**src/common/gpp_defines.vh**
```
// Constants for the pin and pulse-width port controller
`ifndef GPP_DEFINES_VH
`define GPP_DEFINES_VH

`define GPP_CLK_PERIOD_NS    5
`define GPP_PWM_PERIOD_NS    10000000
`define GPP_PWM_STEPS        100
`define GPP_SAMPLE_PERIOD_NS 31250000

`define GPP_NUM_GPIO 5
`define GPP_NUM_LED  8
`define GPP_NUM_LINE 13
`define GPP_LAST_GPIO 8'h04
`define GPP_LAST_LINE 8'h0c
`define GPP_LVL_HIGH  7'h64
`define GPP_LVL_MAXB  8'h64
`define GPP_CFG_MAXB  8'h0f

`define GPP_CMD_SET   8'h22
`define GPP_RESP_FLAG 8'h40
`define GPP_ERR_FLAG  8'h80

`define GPP_OFF_CMD    8'h00
`define GPP_OFF_GO     8'h04
`define GPP_OFF_RESP   8'h08
`define GPP_OFF_QUERY  8'h0c
`define GPP_OFF_QRES   8'h10
`define GPP_OFF_ISTAT  8'h14
`define GPP_OFF_IMASK  8'h18
`define GPP_OFF_STORE  8'h1c

`define GPP_F_IDX   7:0
`define GPP_F_LVL   15:8
`define GPP_F_CFG   23:16
`define GPP_B_HASCF 24
`define GPP_B_STORE 0
`define GPP_B_LOAD  1

`define GPP_CFG_FSEL 3
`define GPP_DM_UP_PD   3'h0
`define GPP_DM_PUSH    3'h1
`define GPP_DM_HIZ     3'h2
`define GPP_DM_PU_DN   3'h3
`define GPP_DM_UP_FLT  3'h4
`define GPP_DM_PUSH2   3'h5
`define GPP_DM_RSVD    3'h6
`define GPP_DM_FLT_DN  3'h7

`define GPP_CFG_DEF_SENSE 4'h3
`define GPP_CFG_DEF_IDLE  4'h2
`define GPP_IDX_SENSE     1

`define GPP_IRQ_W     3
`define GPP_IRQ_DONE  0
`define GPP_IRQ_ERR   1
`define GPP_IRQ_EDGE  2

`define GPP_RESP_OKAY   2'h0
`define GPP_RESP_SLVERR 2'h2

`endif

```
**src/hw/gpp_pwm.v**
```verilog
// Shared 100-step pulse-width generator for all output lines
`timescale 1ns/100ps
`default_nettype none
`include "gpp_defines.vh"
module gpp_pwm #(
  parameter integer STEP_CYCLES = 20000
) (
  input  wire                          clk,
  input  wire                          rst,
  input  wire [7*`GPP_NUM_LINE-1:0]    level,
  output reg  [`GPP_NUM_LINE-1:0]      pwm_q
);
  reg  [31:0] pre_q;
  reg  [6:0]  step_q;
  wire        step_end = (pre_q == STEP_CYCLES - 1);
  genvar      i;

  always @(posedge clk) begin
    if (rst) begin
      pre_q  <= 32'h0;
      step_q <= 7'h0;
    end else if (step_end) begin
      pre_q  <= 32'h0;
      step_q <= (step_q == `GPP_PWM_STEPS - 1) ? 7'h0 : step_q + 7'h1;
    end else begin
      pre_q <= pre_q + 32'h1;
    end
  end

  generate
    for (i = 0; i < `GPP_NUM_LINE; i = i + 1) begin : g_line
      wire [6:0] lvl = level[7*i +: 7];
      always @(posedge clk) begin
        if (rst)
          pwm_q[i] <= 1'b0;
        else
          pwm_q[i] <= (lvl == `GPP_LVL_HIGH) | (step_q < lvl);
      end
    end
  endgenerate
endmodule
`default_nettype wire

```
**src/hw/gpp_sampler.v**
```verilog
// Periodic input sampler with rising and falling edge flags
`timescale 1ns/100ps
`default_nettype none
`include "gpp_defines.vh"
module gpp_sampler #(
  parameter integer SAMPLE_CYCLES = 6250000
) (
  input  wire                     clk,
  input  wire                     rst,
  input  wire [`GPP_NUM_GPIO-1:0] pin_i,
  input  wire [`GPP_NUM_GPIO-1:0] clr,
  output reg  [`GPP_NUM_GPIO-1:0] state_q,
  output reg  [`GPP_NUM_GPIO-1:0] rise_q,
  output reg  [`GPP_NUM_GPIO-1:0] fall_q,
  output reg                      edge_q
);
  reg  [31:0] cnt_q;
  reg         primed_q;
  wire        tick = (cnt_q == SAMPLE_CYCLES - 1);
  wire [`GPP_NUM_GPIO-1:0] up = pin_i & ~state_q & {`GPP_NUM_GPIO{tick & primed_q}};
  wire [`GPP_NUM_GPIO-1:0] dn = ~pin_i & state_q & {`GPP_NUM_GPIO{tick & primed_q}};

  always @(posedge clk) begin
    if (rst) begin
      cnt_q    <= 32'h0;
      primed_q <= 1'b0;
      state_q  <= {`GPP_NUM_GPIO{1'b0}};
      rise_q   <= {`GPP_NUM_GPIO{1'b0}};
      fall_q   <= {`GPP_NUM_GPIO{1'b0}};
      edge_q   <= 1'b0;
    end else begin
      cnt_q  <= tick ? 32'h0 : cnt_q + 32'h1;
      edge_q <= |(up | dn);
      if (tick) begin
        state_q  <= pin_i;
        primed_q <= 1'b1;
      end
      // Set wins over a query clear in the same cycle
      rise_q <= (rise_q & ~clr) | up;
      fall_q <= (fall_q & ~clr) | dn;
    end
  end
endmodule
`default_nettype wire

```
**src/hw/gpp_top.v**
```verilog
// Pin and pulse-width port controller with register access
//
// The AXI4-Lite register port and the register addresses were decided locally.
`timescale 1ns/100ps
`default_nettype none
`include "gpp_defines.vh"
// Overview of operation
// - Five bidirectional pins, each input or output, shared with default power roles.
// - Index 0-4 selects pins, 5-12 LED lines, 13-255 nothing.
// - Level 0 low, 1-99 duty percent at 100 Hz, 100 high, above invalid.
// - Two-byte set changes level only; three-byte also changes function and drive.
// - Configuration byte valid 0-15 except 6 and 14; upper bits reserved.
// - Reserved drive pattern rejects the request with an error answer.
// - Drive encodings give strong, resistive, floating high and low as listed.
// - Function bit clear gives default role; set gives user control.
// - LED lines ignore the configuration byte, act on level only.
// - Pins are sampled as inputs at 32 Hz continuously.
// - Rising and falling edges seen in samples are recorded until queried.
// - Pull-up mode reads one when open, zero when shorted low.
// - Default roles: pin 1 power sense, pin 2 power control, pin 3 reset.
// - Levels and pin configuration are saved on store and restored on load, not at power-up.
// - Query reports level and edge flags, then clears the flags.
module gpp_top #(
  parameter integer PWM_STEP_CYCLES =
    `GPP_PWM_PERIOD_NS / `GPP_CLK_PERIOD_NS / `GPP_PWM_STEPS,
  parameter integer SAMPLE_CYCLES = `GPP_SAMPLE_PERIOD_NS / `GPP_CLK_PERIOD_NS
) (
  input  wire                     clk,
  input  wire                     rst,
  input  wire [7:0]               s_axi_awaddr,
  input  wire                     s_axi_awvalid,
  output wire                     s_axi_awready,
  input  wire [31:0]              s_axi_wdata,
  input  wire [3:0]               s_axi_wstrb,
  input  wire                     s_axi_wvalid,
  output wire                     s_axi_wready,
  output reg  [1:0]               s_axi_bresp,
  output reg                      s_axi_bvalid,
  input  wire                     s_axi_bready,
  input  wire [7:0]               s_axi_araddr,
  input  wire                     s_axi_arvalid,
  output wire                     s_axi_arready,
  output reg  [31:0]              s_axi_rdata,
  output reg  [1:0]               s_axi_rresp,
  output reg                      s_axi_rvalid,
  input  wire                     s_axi_rready,
  input  wire [`GPP_NUM_GPIO-1:0] gpio_i,
  output reg  [`GPP_NUM_GPIO-1:0] gpio_o,
  output reg  [`GPP_NUM_GPIO-1:0] gpio_oe,
  output reg  [`GPP_NUM_GPIO-1:0] gpio_pu_en,
  output reg  [`GPP_NUM_GPIO-1:0] gpio_pd_en,
  output reg  [`GPP_NUM_LED-1:0]  led_o,
  input  wire                     atx_pwr_act,
  input  wire                     atx_pwr_lvl,
  input  wire                     atx_rst_act,
  input  wire                     atx_rst_lvl,
  output wire                     atx_power_sense,
  output wire                     irq
);
  reg  [6:0]  level_q [0:`GPP_NUM_LINE-1];
  reg  [3:0]  cfg_q   [0:`GPP_NUM_GPIO-1];
  reg  [6:0]  boot_level_q [0:`GPP_NUM_LINE-1];
  reg  [3:0]  boot_cfg_q   [0:`GPP_NUM_GPIO-1];
  reg  [31:0] cmd_q;
  reg  [7:0]  resp_type_q;
  reg         resp_valid_q;
  reg  [31:0] qres_q;
  reg  [`GPP_IRQ_W-1:0] istat_q;
  reg  [`GPP_IRQ_W-1:0] imask_q;
  reg  [7:0]  awaddr_q;
  reg         aw_have_q;
  reg  [31:0] wdata_q;
  reg  [3:0]  wstrb_q;
  reg         w_have_q;
  reg  [`GPP_NUM_GPIO-1:0] qclr;
  wire [7*`GPP_NUM_LINE-1:0] level_flat;
  wire [`GPP_NUM_LINE-1:0]   pwm;
  wire [`GPP_NUM_GPIO-1:0]   smp_state;
  wire [`GPP_NUM_GPIO-1:0]   smp_rise;
  wire [`GPP_NUM_GPIO-1:0]   smp_fall;
  wire                       smp_edge;
  wire [`GPP_NUM_GPIO-1:0]   def_act = {1'b0, atx_rst_act, atx_pwr_act, 2'b00};
  wire [`GPP_NUM_GPIO-1:0]   def_lvl = {1'b0, atx_rst_lvl, atx_pwr_lvl, 2'b00};
  integer k;
  genvar  i;

  // Bus write decode
  wire        wr_fire = aw_have_q & w_have_q & ~s_axi_bvalid;
  wire [31:0] wmask = {{8{wstrb_q[3]}}, {8{wstrb_q[2]}}, {8{wstrb_q[1]}}, {8{wstrb_q[0]}}};
  wire [31:0] wval = wdata_q & wmask;
  wire        wr_cmd   = wr_fire & (awaddr_q == `GPP_OFF_CMD);
  wire        wr_go    = wr_fire & (awaddr_q == `GPP_OFF_GO) & wval[0];
  wire        wr_query = wr_fire & (awaddr_q == `GPP_OFF_QUERY);
  wire        wr_istat = wr_fire & (awaddr_q == `GPP_OFF_ISTAT);
  wire        wr_imask = wr_fire & (awaddr_q == `GPP_OFF_IMASK);
  wire        wr_store = wr_fire & (awaddr_q == `GPP_OFF_STORE);
  wire        wr_map = (awaddr_q == `GPP_OFF_CMD) | (awaddr_q == `GPP_OFF_GO) |
                       (awaddr_q == `GPP_OFF_RESP) | (awaddr_q == `GPP_OFF_QUERY) |
                       (awaddr_q == `GPP_OFF_QRES) | (awaddr_q == `GPP_OFF_ISTAT) |
                       (awaddr_q == `GPP_OFF_IMASK) | (awaddr_q == `GPP_OFF_STORE);

  assign s_axi_awready = ~aw_have_q;
  assign s_axi_wready  = ~w_have_q;
  assign s_axi_arready = ~s_axi_rvalid;

  // Set request check
  wire [7:0] c_idx = cmd_q[`GPP_F_IDX];
  wire [7:0] c_lvl = cmd_q[`GPP_F_LVL];
  wire [7:0] c_cfg = cmd_q[`GPP_F_CFG];
  wire       c_has = cmd_q[`GPP_B_HASCF];
  wire       c_pin = (c_idx <= `GPP_LAST_GPIO);
  wire       bad_idx = (c_idx > `GPP_LAST_LINE);
  wire       bad_lvl = (c_lvl > `GPP_LVL_MAXB);
  wire       bad_cfg = c_has & c_pin & ((c_cfg > `GPP_CFG_MAXB) |
                       (c_cfg[2:0] == `GPP_DM_RSVD));
  wire       c_err = bad_idx | bad_lvl | bad_cfg;
  wire [3:0] c_slot = c_idx[3:0];
  wire [2:0] c_pslot = c_idx[2:0];

  // Query result assembly
  wire [7:0] q_idx = wval[`GPP_F_IDX];
  wire [3:0] q_slot = q_idx[3:0];
  wire [2:0] q_pslot = q_idx[2:0];
  wire       q_pin = (q_idx <= `GPP_LAST_GPIO);
  wire       q_ok = (q_idx <= `GPP_LAST_LINE);
  wire [7:0] q_state = q_pin ?
             {5'h0, smp_rise[q_pslot], smp_fall[q_pslot], smp_state[q_pslot]} : 8'h0;
  wire [7:0] q_lvl = q_ok ? {1'b0, level_q[q_slot]} : 8'h0;
  wire [7:0] q_cfg = q_pin ? {4'h0, cfg_q[q_pslot]} : 8'h0;

  always @* begin
    qclr = {`GPP_NUM_GPIO{1'b0}};
    if (wr_query && q_pin)
      qclr[q_pslot] = 1'b1;
  end

  function [3:0] cfg_default;
    input integer n;
    begin
      cfg_default = (n == `GPP_IDX_SENSE) ? `GPP_CFG_DEF_SENSE : `GPP_CFG_DEF_IDLE;
    end
  endfunction

  // Line state, boot image and command answer
  always @(posedge clk) begin
    if (rst) begin
      for (k = 0; k < `GPP_NUM_LINE; k = k + 1) begin
        level_q[k]      <= 7'h0;
        boot_level_q[k] <= 7'h0;
      end
      for (k = 0; k < `GPP_NUM_GPIO; k = k + 1) begin
        cfg_q[k]      <= cfg_default(k);
        boot_cfg_q[k] <= cfg_default(k);
      end
      cmd_q        <= 32'h0;
      resp_type_q  <= 8'h0;
      resp_valid_q <= 1'b0;
      qres_q       <= 32'h0;
    end else begin
      if (wr_cmd)
        cmd_q <= (cmd_q & ~wmask) | wval;
      if (wr_go) begin
        resp_valid_q <= 1'b1;
        if (c_err) begin
          resp_type_q <= `GPP_CMD_SET | `GPP_RESP_FLAG | `GPP_ERR_FLAG;
        end else begin
          resp_type_q      <= `GPP_CMD_SET | `GPP_RESP_FLAG;
          level_q[c_slot]  <= c_lvl[6:0];
          if (c_has && c_pin)
            cfg_q[c_pslot] <= c_cfg[3:0];
        end
      end
      if (wr_query)
        qres_q <= {q_cfg, q_lvl, q_state, q_idx};
      if (wr_store && wval[`GPP_B_STORE]) begin
        for (k = 0; k < `GPP_NUM_LINE; k = k + 1)
          boot_level_q[k] <= level_q[k];
        for (k = 0; k < `GPP_NUM_GPIO; k = k + 1)
          boot_cfg_q[k] <= cfg_q[k];
      end else if (wr_store && wval[`GPP_B_LOAD]) begin
        for (k = 0; k < `GPP_NUM_LINE; k = k + 1)
          level_q[k] <= boot_level_q[k];
        for (k = 0; k < `GPP_NUM_GPIO; k = k + 1)
          cfg_q[k] <= boot_cfg_q[k];
      end
    end
  end

  // Interrupt status, set wins over write-one-to-clear
  wire [`GPP_IRQ_W-1:0] ev;
  assign ev[`GPP_IRQ_DONE] = wr_go & ~c_err;
  assign ev[`GPP_IRQ_ERR]  = wr_go & c_err;
  assign ev[`GPP_IRQ_EDGE] = smp_edge;
  assign irq = |(istat_q & imask_q);

  always @(posedge clk) begin
    if (rst) begin
      istat_q <= {`GPP_IRQ_W{1'b0}};
      imask_q <= {`GPP_IRQ_W{1'b0}};
    end else begin
      istat_q <= (istat_q & ~(wr_istat ? wval[`GPP_IRQ_W-1:0] : {`GPP_IRQ_W{1'b0}})) | ev;
      if (wr_imask)
        imask_q <= wval[`GPP_IRQ_W-1:0];
    end
  end

  // Bus write channels
  always @(posedge clk) begin
    if (rst) begin
      aw_have_q    <= 1'b0;
      w_have_q     <= 1'b0;
      awaddr_q     <= 8'h0;
      wdata_q      <= 32'h0;
      wstrb_q      <= 4'h0;
      s_axi_bvalid <= 1'b0;
      s_axi_bresp  <= `GPP_RESP_OKAY;
    end else begin
      if (s_axi_awvalid && !aw_have_q) begin
        aw_have_q <= 1'b1;
        awaddr_q  <= {s_axi_awaddr[7:2], 2'b00};
      end
      if (s_axi_wvalid && !w_have_q) begin
        w_have_q <= 1'b1;
        wdata_q  <= s_axi_wdata;
        wstrb_q  <= s_axi_wstrb;
      end
      if (wr_fire) begin
        aw_have_q    <= 1'b0;
        w_have_q     <= 1'b0;
        s_axi_bvalid <= 1'b1;
        s_axi_bresp  <= wr_map ? `GPP_RESP_OKAY : `GPP_RESP_SLVERR;
      end else if (s_axi_bready) begin
        s_axi_bvalid <= 1'b0;
      end
    end
  end

  // Bus read channel
  wire [7:0] raddr = {s_axi_araddr[7:2], 2'b00};
  reg  [31:0] rd_d;
  reg         rd_ok;
  always @* begin
    rd_ok = 1'b1;
    case (raddr)
      `GPP_OFF_CMD:   rd_d = cmd_q;
      `GPP_OFF_GO:    rd_d = 32'h0;
      `GPP_OFF_RESP:  rd_d = {15'h0, resp_valid_q, 8'h0, resp_type_q};
      `GPP_OFF_QUERY: rd_d = 32'h0;
      `GPP_OFF_QRES:  rd_d = qres_q;
      `GPP_OFF_ISTAT: rd_d = {{(32-`GPP_IRQ_W){1'b0}}, istat_q};
      `GPP_OFF_IMASK: rd_d = {{(32-`GPP_IRQ_W){1'b0}}, imask_q};
      `GPP_OFF_STORE: rd_d = 32'h0;
      default: begin
        rd_d  = 32'h0;
        rd_ok = 1'b0;
      end
    endcase
  end

  always @(posedge clk) begin
    if (rst) begin
      s_axi_rvalid <= 1'b0;
      s_axi_rdata  <= 32'h0;
      s_axi_rresp  <= `GPP_RESP_OKAY;
    end else if (s_axi_arvalid && !s_axi_rvalid) begin
      s_axi_rvalid <= 1'b1;
      s_axi_rdata  <= rd_d;
      s_axi_rresp  <= rd_ok ? `GPP_RESP_OKAY : `GPP_RESP_SLVERR;
    end else if (s_axi_rready) begin
      s_axi_rvalid <= 1'b0;
    end
  end

  // Pin drive per drive mode
  generate
    for (i = 0; i < `GPP_NUM_LINE; i = i + 1) begin : g_flat
      assign level_flat[7*i +: 7] = level_q[i];
    end
    for (i = 0; i < `GPP_NUM_GPIO; i = i + 1) begin : g_pin
      wire       dflt = ~cfg_q[i][`GPP_CFG_FSEL];
      wire [2:0] dm   = cfg_q[i][2:0];
      wire       v    = pwm[i];
      reg        o_d, oe_d, pu_d, pd_d;
      always @* begin
        o_d  = 1'b0;
        oe_d = 1'b0;
        pu_d = 1'b0;
        pd_d = 1'b0;
        if (dflt && def_act[i]) begin
          o_d  = def_lvl[i];
          oe_d = 1'b1;
        end else begin
          case (dm)
            `GPP_DM_UP_PD: begin
              o_d  = 1'b1;
              oe_d = v;
              pd_d = ~v;
            end
            `GPP_DM_PUSH, `GPP_DM_PUSH2: begin
              o_d  = v;
              oe_d = 1'b1;
            end
            `GPP_DM_PU_DN: begin
              o_d  = 1'b0;
              oe_d = ~v;
              pu_d = v;
            end
            `GPP_DM_UP_FLT: begin
              o_d  = 1'b1;
              oe_d = v;
            end
            `GPP_DM_FLT_DN: begin
              o_d  = 1'b0;
              oe_d = ~v;
            end
            default: begin
              o_d  = 1'b0;
              oe_d = 1'b0;
            end
          endcase
        end
      end
      always @(posedge clk) begin
        if (rst) begin
          gpio_o[i]     <= 1'b0;
          gpio_oe[i]    <= 1'b0;
          gpio_pu_en[i] <= 1'b0;
          gpio_pd_en[i] <= 1'b0;
        end else begin
          gpio_o[i]     <= o_d;
          gpio_oe[i]    <= oe_d;
          gpio_pu_en[i] <= pu_d;
          gpio_pd_en[i] <= pd_d;
        end
      end
    end
    for (i = 0; i < `GPP_NUM_LED; i = i + 1) begin : g_led
      always @(posedge clk) begin
        if (rst)
          led_o[i] <= 1'b0;
        else
          led_o[i] <= pwm[`GPP_NUM_GPIO + i];
      end
    end
  endgenerate

  assign atx_power_sense = smp_state[`GPP_IDX_SENSE];

  gpp_pwm #(
    .STEP_CYCLES (PWM_STEP_CYCLES)
  ) u_pwm (
    .clk   (clk),
    .rst   (rst),
    .level (level_flat),
    .pwm_q (pwm)
  );

  gpp_sampler #(
    .SAMPLE_CYCLES (SAMPLE_CYCLES)
  ) u_smp (
    .clk     (clk),
    .rst     (rst),
    .pin_i   (gpio_i),
    .clr     (qclr),
    .state_q (smp_state),
    .rise_q  (smp_rise),
    .fall_q  (smp_fall),
    .edge_q  (smp_edge)
  );
endmodule
`default_nettype wire

```
**config.mk**
```make
export PLATFORM = sky130hd
export DESIGN_NAME = gpp_top
export DESIGN_NICKNAME = d
export VERILOG_FILES = /design/src/hw/gpp_pwm.v /design/src/hw/gpp_sampler.v /design/src/hw/gpp_top.v
export VERILOG_INCLUDE_DIRS = /design/src /design/src/common
export SDC_FILE = /design/constraint.sdc
export NUM_CORES = 1
export LEC_CHECK = 0
export BUFFER_PORTS_ARGS = -buffer_cell sky130_fd_sc_hd__buf_4
export CORE_UTILIZATION = 60
export CTS_CLUSTER_DIAMETER = 60
export DETAILED_ROUTE_END_ITERATION = 10
export GPL_ROUTABILITY_DRIVEN = 0
export MAX_ROUTING_LAYER = met4
export PLACE_DENSITY = 0.79
export SKIP_LAST_GASP = 1
export SLEW_MARGIN = 30
export SYNTH_ARGS = -nofsm -noshare
export SYNTH_HDL_FRONTEND = slang
export SYNTH_SLANG_ARGS = --single-unit
export TNS_END_PERCENT = 30
```
**constraint.sdc**
```tcl
create_clock -name clk -period 11.7 [get_ports clk]
set_input_delay 1.755 -clock clk [delete_from_list [all_inputs] [get_ports clk]]
set_output_delay 1.755 -clock clk [all_outputs]
set_load 0.03 [all_outputs]
```
==> metrics.yaml, run 1 <==
status: "completed"
syn_area_mm2: 0.0241
tightest_slew_ns: 1.07
critPathMostFrequentCell: "buf_4"
critical_path_class: "in -> reg"
max_cap_violations: 0
hpwlAfterDp_um: 44900
dieHeight_um: 202
core_area_mm2: 0.0396
period_needed_ns: 3.84
grt_pass1_wl_um: 107000
post_cts_buffers: 0
ys_seq_area_share_pct: 54.3
yosysTopAreaCellShare_pct: 31.8
synth_simple_gate_area_share_pct: 18.9
port_buffers: 132
period_share_pct: 32.9
hold_viol: 0
ctsResizeCount: 0
tns_ns: 0
yosys_most_used_dff: "dfxtp_1"
power_leakage_nw: 10.0
finalSetupViolations: 0
die-area_mm2: 0.0410
fmax_mhz: 260
drt-total-wl_um: 69500
cts.sinks: 526
vdd_drop_max_v: 0.000114
postCtsHoldBufs: 0
synthAdderAreaFrac_pct: 4.21
die_w_um: 202
vias_per_cell: 6.60
skew_ns: 0.0189
synth_top_family_by_area: "simple AND/OR/NAND/NOR gates"
synth_compound_gate_area_share_pct: 14.2
synth_cells: 2343
avgSynthCellArea_um2: 10.3
final_layout_size_suffix_gt1_share_pct: 12.9
clockBufferDepth: 3
rsz0062_at_grt: "false"
synth_cell_types: 75
yosysTopAreaCell: "edfxtp_1"
cts_inserted_buffers: 56
cp_slowest_stage_delay_ns: 0.52
nNetsFinal: 2600
num_io_pins: 139
synth_edf_count: 255
drtPass1Iterations: 8
cts_tree: "done"
grt_remaining_overflow: 0
worstPathRequired_ns: 11.99
antenna_found_initial: 0
max_slew_margin_pct: 28.7
h-tree-depth: 2
drtAntennaViolNets: 0
path_cells: "buf_8 -> clkinv_1 -> o21ai_4 -> buf_4 -> buf_4 -> buf_16"
synth_area_leaders: "edfxtp_1 32%, dfxtp_1 23%, ha_1 4.2%"
start_util_pct: 60.8
synth_mux_area_share_pct: 2.12
worstSetupEndpointType: "flop"
grt_usage_pct: 34.6
power.total_mw: 4.06
synth-xor-area-share_pct: 2.14
crit_path_top_delay_cell: "buf_8"
crit_fanout: 102
ys_seq_elements: 526
grt_max_degree: 103
min_path_type: "reg -> reg"
wl_per_cell_um: 23.0
antenna_cells: 0
rows: 73
drc: 0
cp.arrival_ns: 4.14
clock_latency_ns: 0.62
ys_warn_count: 0
timing.final.max_slew_violations: 0
path_clk_slew_ns: 0.06
num_vias: 19952
clk_root_buffer_cell: "clkbuf_16"
drtIter0Drc: 2975
grt_pass1_vias: 19203
start_kind: "input pin"
synthToLayoutAreaGrowth_pct: 14.6
fill_cells: 2881
powerDensity_mw_per_mm2: 147
ys_async_sr_fraction_pct: 0
-- synthesized netlist by cell type (13+ instances only) --
master	number
edfxtp_1	255
a211oi_1	16
a22oi_1	20
nor2_1	173
nor2b_1	62
mux2i_1	23
nand4_1	29
a31oi_1	13
dfxtp_1	271
nand2b_1	37
nand3_1	72
o21ai_0	47
nor4_1	106
inv_1	98
clkbuf_1	128
nand2_1	266
mux2_2	25
a21oi_1	142
ha_1	81
a32o_1	100
nor3_1	40
or3_1	15
and3_1	14
and4_1	13
xor2_1	29
xnor2_1	30
o22ai_1	23
a2bb2oi_1	15
and2_1	34
buf_1	15
-- power breakdown --
part | leakage, nW | switching, mW | total [mW] | internal [mW]
combinational | 4.28 | 0.141 | 0.212 | 0.0711
sequential | 4.79 | 0.0323 | 2.01 | 1.98
clock | 0.966 | 0.750 | 1.84 | 1.09
-- logic make-up (layout without fill, tap and decap cells) --
logic type | Yosys count | in the layout
compound gates | 472 | 472
xor+xnor | 59 | 59
fa+ha+maj | 81 | 81
buf+inv | 254 | 375
flops | 526 | 526
mux | 48 | 48
other cells | 1 | 35
simple gates | 902 | 902
-- critical path, delay by kind of cell --
kind | cells | cell delay [ns]
AOI/OAI and AO/OA | 1 | 0.25
buffers and inverters | 5 | 2.06
-- layout make-up --
type,count,area [µm²],area share (%)
repair buffers,171,1330,4.82
clock inverters,24,211,0.766
well taps,525,657,2.38
multi-input cells,1597,10200,37.0
clock buffers,81,1730,6.25
inverters,99,372,1.35
flip-flops and latches,526,13100,47.4
-- placed cells by master (no fill, tap or decap), types with 8 or more instances in the layout --
cell type / n
clkbuf_8: 8
nand2_1: 264
a22oi_1: 20
a21oi_1: 142
o22ai_1: 23
buf_4: 168
nand3_1: 72
a32o_1: 100
nor4_1: 103
a211oi_1: 16
nor3_1: 39
ha_1: 81
clkbuf_16: 63
and4_1: 13
nor2_1: 171
nor2b_1: 60
and2_1: 34
xor2_1: 29
o21ai_1: 12
clkinv_2: 12
a21o_1: 10
mux2i_1: 23
edfxtp_1: 255
o221ai_1: 10
a31oi_1: 13
nand2b_1: 37
dfxtp_1: 268
mux2_2: 25
xnor2_1: 30
and3_1: 14
a2bb2oi_1: 15
o21ai_0: 34
conb_1: 35
clkbuf_1: 9
nand4_1: 29
inv_1: 98
or3_1: 15
-- metrics by stage --
| step | area, µm² | cells | utilization (%) | worst slack, ns | hold slack, ns |
|---|---|---|---|---|---|
| final | 27600 | 3023 | 69.6 | 7.86 | 0.447 |
| after global routing | 27600 | 3023 | 69.6 | 7.75 | 0.467 |
| after CTS | 27600 | 3022 | 69.5 | 7.75 | 0.451 |
| after detailed placement | 25600 | 2917 | 64.6 | 7.13 | 0.435 |
| after global placement | 25600 | 2916 | 64.5 | 7.19 | 0.416 |
| after floorplan | 24200 | 2377 | - | 1.80 | 0.413 |
-- state kept, by name (all words and copies together), names as in the netlist, 2 cells and up, named ones only --
register,flops
gpio_o,5
u_pwm.pwm_q,13
u_pwm.pre_q,32
wstrb_q,4
s_axi_rdata,32
resp_type_q,2
level_q,112
u_smp.cnt_q,32
imask_q,3
wdata_q,32
gpio_pd_en,5
boot_cfg_q,20
gpio_pu_en,5
u_smp.state_q,5
u_smp.rise_q,5
gpio_oe,5
cfg_q,32
boot_level_q,91
u_smp.fall_q,5
istat_q,3
awaddr_q,6
u_pwm.step_q,7
qres_q,22
led_o,8
-- final timing paths --
path	from	end	slack, ns	cells after the start
max	rst	boot_level_q[1][9]$_SDFFCE_PN0P_	7.86	6
min	u_pwm.pwm_q[7]$_SDFF_PP0_	led_o[2]$_SDFF_PP0_	0.45	1
max reg2reg	flop	cfg_q[4][3]$_DFFE_PP_	8.08	6
min reg2reg	u_pwm.pwm_q[7]$_SDFF_PP0_	led_o[2]$_SDFF_PP0_	0.45	1
-- routing by layer --
metal,up-vias,GRT usage [%],wire [µm]
li1,8850,-,-
met5,-,-,0
met1,9637,44.7,26700
met4,0,11.5,2610
met2,1232,53.4,32000
met3,233,8.35,8140
Note: power is estimated with default switching activity, not from simulation.
==> run 2, diff against run 1 <==
--- a/config.mk
+++ b/config.mk
@@ -7,12 +7,12 @@
 export NUM_CORES = 1
 export LEC_CHECK = 0
 export BUFFER_PORTS_ARGS = -buffer_cell sky130_fd_sc_hd__buf_4
-export CORE_UTILIZATION = 60
+export CORE_UTILIZATION = 55
 export CTS_CLUSTER_DIAMETER = 60
 export DETAILED_ROUTE_END_ITERATION = 10
 export GPL_ROUTABILITY_DRIVEN = 0
 export MAX_ROUTING_LAYER = met4
-export PLACE_DENSITY = 0.79
+export PLACE_DENSITY = 0.76
 export SKIP_LAST_GASP = 1
 export SLEW_MARGIN = 30
 export SYNTH_ARGS = -nofsm -noshare
==> constraint.sdc (replaced) <==
create_clock -name clk -period 3.2 [get_ports clk]
set_input_delay 0.48 -clock clk [delete_from_list [all_inputs] [get_ports clk]]
set_output_delay 0.48 -clock clk [all_outputs]
set_load 0.03 [all_outputs]
==> run 2 against run 1 <==
- sequential power increased to 3.7 times the previous value
- wire length up 0.80%
- die area increased by 9.0%
- worst setup slack got worse by 7.7 ns
- via count is 0.26% higher
- design area increased by 1.4%
- register-to-register slack worse by 7.9 ns
- global-route usage decreased by 2.3 points
- power rose to 3.6 times the previous value
- largest power group unchanged
- final cell count grew 3.4%
- clock skew is 0.0016 ns higher
- clock-buffer cell count did not move
==> metrics.yaml, run 2 (same netlist as run 1, synthesis figures left out) <==
timing.final.max_slew_violations: 0  # unchanged
die_w_um: 211  # was 202 µm
critical_path_class: "reg -> reg"  # was in -> reg
die-area_mm2: 0.0446  # was 0.0410 mm²
reg2regPathDepth: 6  # unchanged
post-place-ws_ns: 0.150  # was 7.13 ns
worstPathRequired_ns: 3.56  # was 11.99 ns
clockBufferDepth: 3  # unchanged
largest_reg_flops: 112  # unchanged
core_area_mm2: 0.0432  # was 0.0396 mm²
fmax_mhz: 334
start_kind: "flop"  # was input pin
drt-total-wl_um: 70000  # was 69500 µm
antenna_cells: 0  # unchanged
post_cts_buffers: 0  # unchanged
clk_root_buffer_cell: "clkbuf_16"  # unchanged
port_buffers: 132  # unchanged
reg.largest.list: "level_q: 112 flops, boot_level_q: 91 flops"  # unchanged
grt_pass1_vias: 19119  # was 19203
cp.arrival_ns: 3.35  # was 4.14 ns
finalWorstSetupSlack_ns: 0.202  # was 7.86 ns
fill_cells: 3354  # was 2881
num_io_pins: 139  # unchanged
r2r-end: "level_q[10][5]$_DFFE_PP_"  # was cfg_q[4][3]$_DFFE_PP_
final_util_pct: 64.8  # was 69.6%
instances_no_fill: 3127  # was 3023
cts_inserted_buffers: 56  # unchanged
holdPathEnd: "s_axi_rvalid$_SDFFE_PP0P_"  # was led_o[2]$_SDFF_PP0_
rr_startpoint: "w_have_q$_SDFFE_PP0P_"
antenna_found_initial: 0  # unchanged
dieHeight_um: 211  # was 202 µm
min_path_type: "in -> reg"  # was reg -> reg
clock_latency_ns: 0.63  # was 0.62 ns
max_cap_violations: 0  # unchanged
period_share_pct: 93.7
grt_usage_pct: 32.2  # was 34.6%
path_clk_slew_ns: 0.06  # about the same
worstSetupEndpointType: "flop"  # unchanged
hold_ws_ns: 0.0425  # was 0.447 ns
power_leakage_nw: 10.2  # was 10.0 nW
tightest_slew_ns: 0.986  # was 1.07 ns
hpwlAfterDp_um: 46000  # was 44900 µm
whs_path_depth: 2  # was 1
max_slew_margin_pct: 34.2  # was 28.7%
drc: 0  # unchanged
start_util_pct: 55.8  # was 60.8%
power.total_mw: 14.8  # was 4.06 mW
powerDensity_mw_per_mm2: 528  # was 147 mW/mm²
final_layout_size_suffix_gt1_share_pct: 14.5  # was 12.9%
cts.sinks: 526  # unchanged
final_cell_mix: "268 x dfxtp_1, 264 x nand2_1, 255 x edfxtp_1, 208 x buf_4, 172 x nor2_1"  # was 268 x dfxtp_1, 264 x nand2_1, 255 x edfxtp_1, 171 x nor2_1, 168 x buf_4
drtPass1Iterations: 6  # was 8
final_common_cell: "dfxtp_1"  # unchanged
h-tree-depth: 2  # unchanged
synthToLayoutAreaGrowth_pct: 16.1  # was 14.6%
num_vias: 20004  # was 19952
drtAntennaViolNets: 0  # unchanged
status: "completed"  # unchanged
grt_remaining_overflow: 0  # unchanged
rows: 76  # was 73
regMostFlops: "level_q"  # unchanged
wl_per_cell_um: 22.4  # was 23.0 µm
nNetsFinal: 2643  # was 2600
crit_fanout: 7  # was 102
vias_per_cell: 6.40  # was 6.60
min-delay-start: "s_axi_rready"  # was u_pwm.pwm_q[7]$_SDFF_PP0_
grt_max_degree: 90  # was 103
drtIter0Drc: 2680  # was 2975
numPlacedInstances: 3021  # was 2917
hold_viol: 0  # unchanged
skew_ns: 0.0206  # was 0.0189 ns
rsz0062_at_grt: "false"  # unchanged
r2r_setup_slack_ns: 0.20  # was 8.08 ns
grt_pass1_wl_um: 108000  # was 107000 µm
vdd_drop_max_v: 0.000394  # was 0.000114 V
finalSetupViolations: 0  # unchanged
cts_tree: "done"  # unchanged
period_needed_ns: 3.00
## run 2: through the flow
step	area (µm²)	setup TNS, ns
after floorplan	24300	-29.30
after global placement	26100	0
after detailed placement	26100	0
after CTS	28000	0
after global routing	28000	0
final	28000	0
## run 2: how the worst max path moves through the flow
stage                                           to  cells past startpoint  slack, ns                       from
floorplan           boot_cfg_q[0][0]$_SDFFCE_PN0P_                      5      -0.26  s_axi_bvalid$_SDFFE_PP0P_
global placement          level_q[10][1]$_DFFE_PP_                      6       0.29      w_have_q$_SDFFE_PP0P_
detailed placement        level_q[10][5]$_DFFE_PP_                      6       0.15      w_have_q$_SDFFE_PP0P_
CTS                       level_q[10][5]$_DFFE_PP_                      6       0.13      w_have_q$_SDFFE_PP0P_
global route              level_q[10][5]$_DFFE_PP_                      6       0.04      w_have_q$_SDFFE_PP0P_
finish                    level_q[10][5]$_DFFE_PP_                      6       0.20      w_have_q$_SDFFE_PP0P_
## run 2: metal layers
metal	part of all wire [%]	global-route usage, %	up-vias	routed length (µm)
met2	46	49.3	1143	32300
met1	39	42.0	9701	27600
li1	-	-	8946	-
met3	10	6.11	214	7260
met4	4.1	13.7	0	2840
met5	0	-	-	0
## run 2: what timing repair did
item,CTS,global route
hold buffers,0,0
gates resized for setup,0,1
endpoints found under the setup margin,0,21
## run 2: critical path, stage by stage, from the launching register on
cell	delay [ns]
dfxtp_1	0.43
nor4bb_2	0.45
and4_1	0.44
o2111ai_4	0.22
buf_4	0.25
nor3_2	0.52
mux2_2	0.41
## run 2: area by class of cell
type                       count  area [µm²]  share of cell area [%]
clock buffer                  81        1660                    5.94
clock inverter                25         235                   0.841
inverter                      99         372                    1.33
multi-input combinational   1597       10200                    36.5
sequential                   526       13100                    46.8
tap                          585         732                    2.62
timing repair buffer         214        1680                    5.99
## run 2: power by group
part | switching, mW | internal [mW]
registers | 0.121 | 7.24
clock network | 2.75 | 3.86
logic | 0.522 | 0.276
total | 3.39 | 11.4
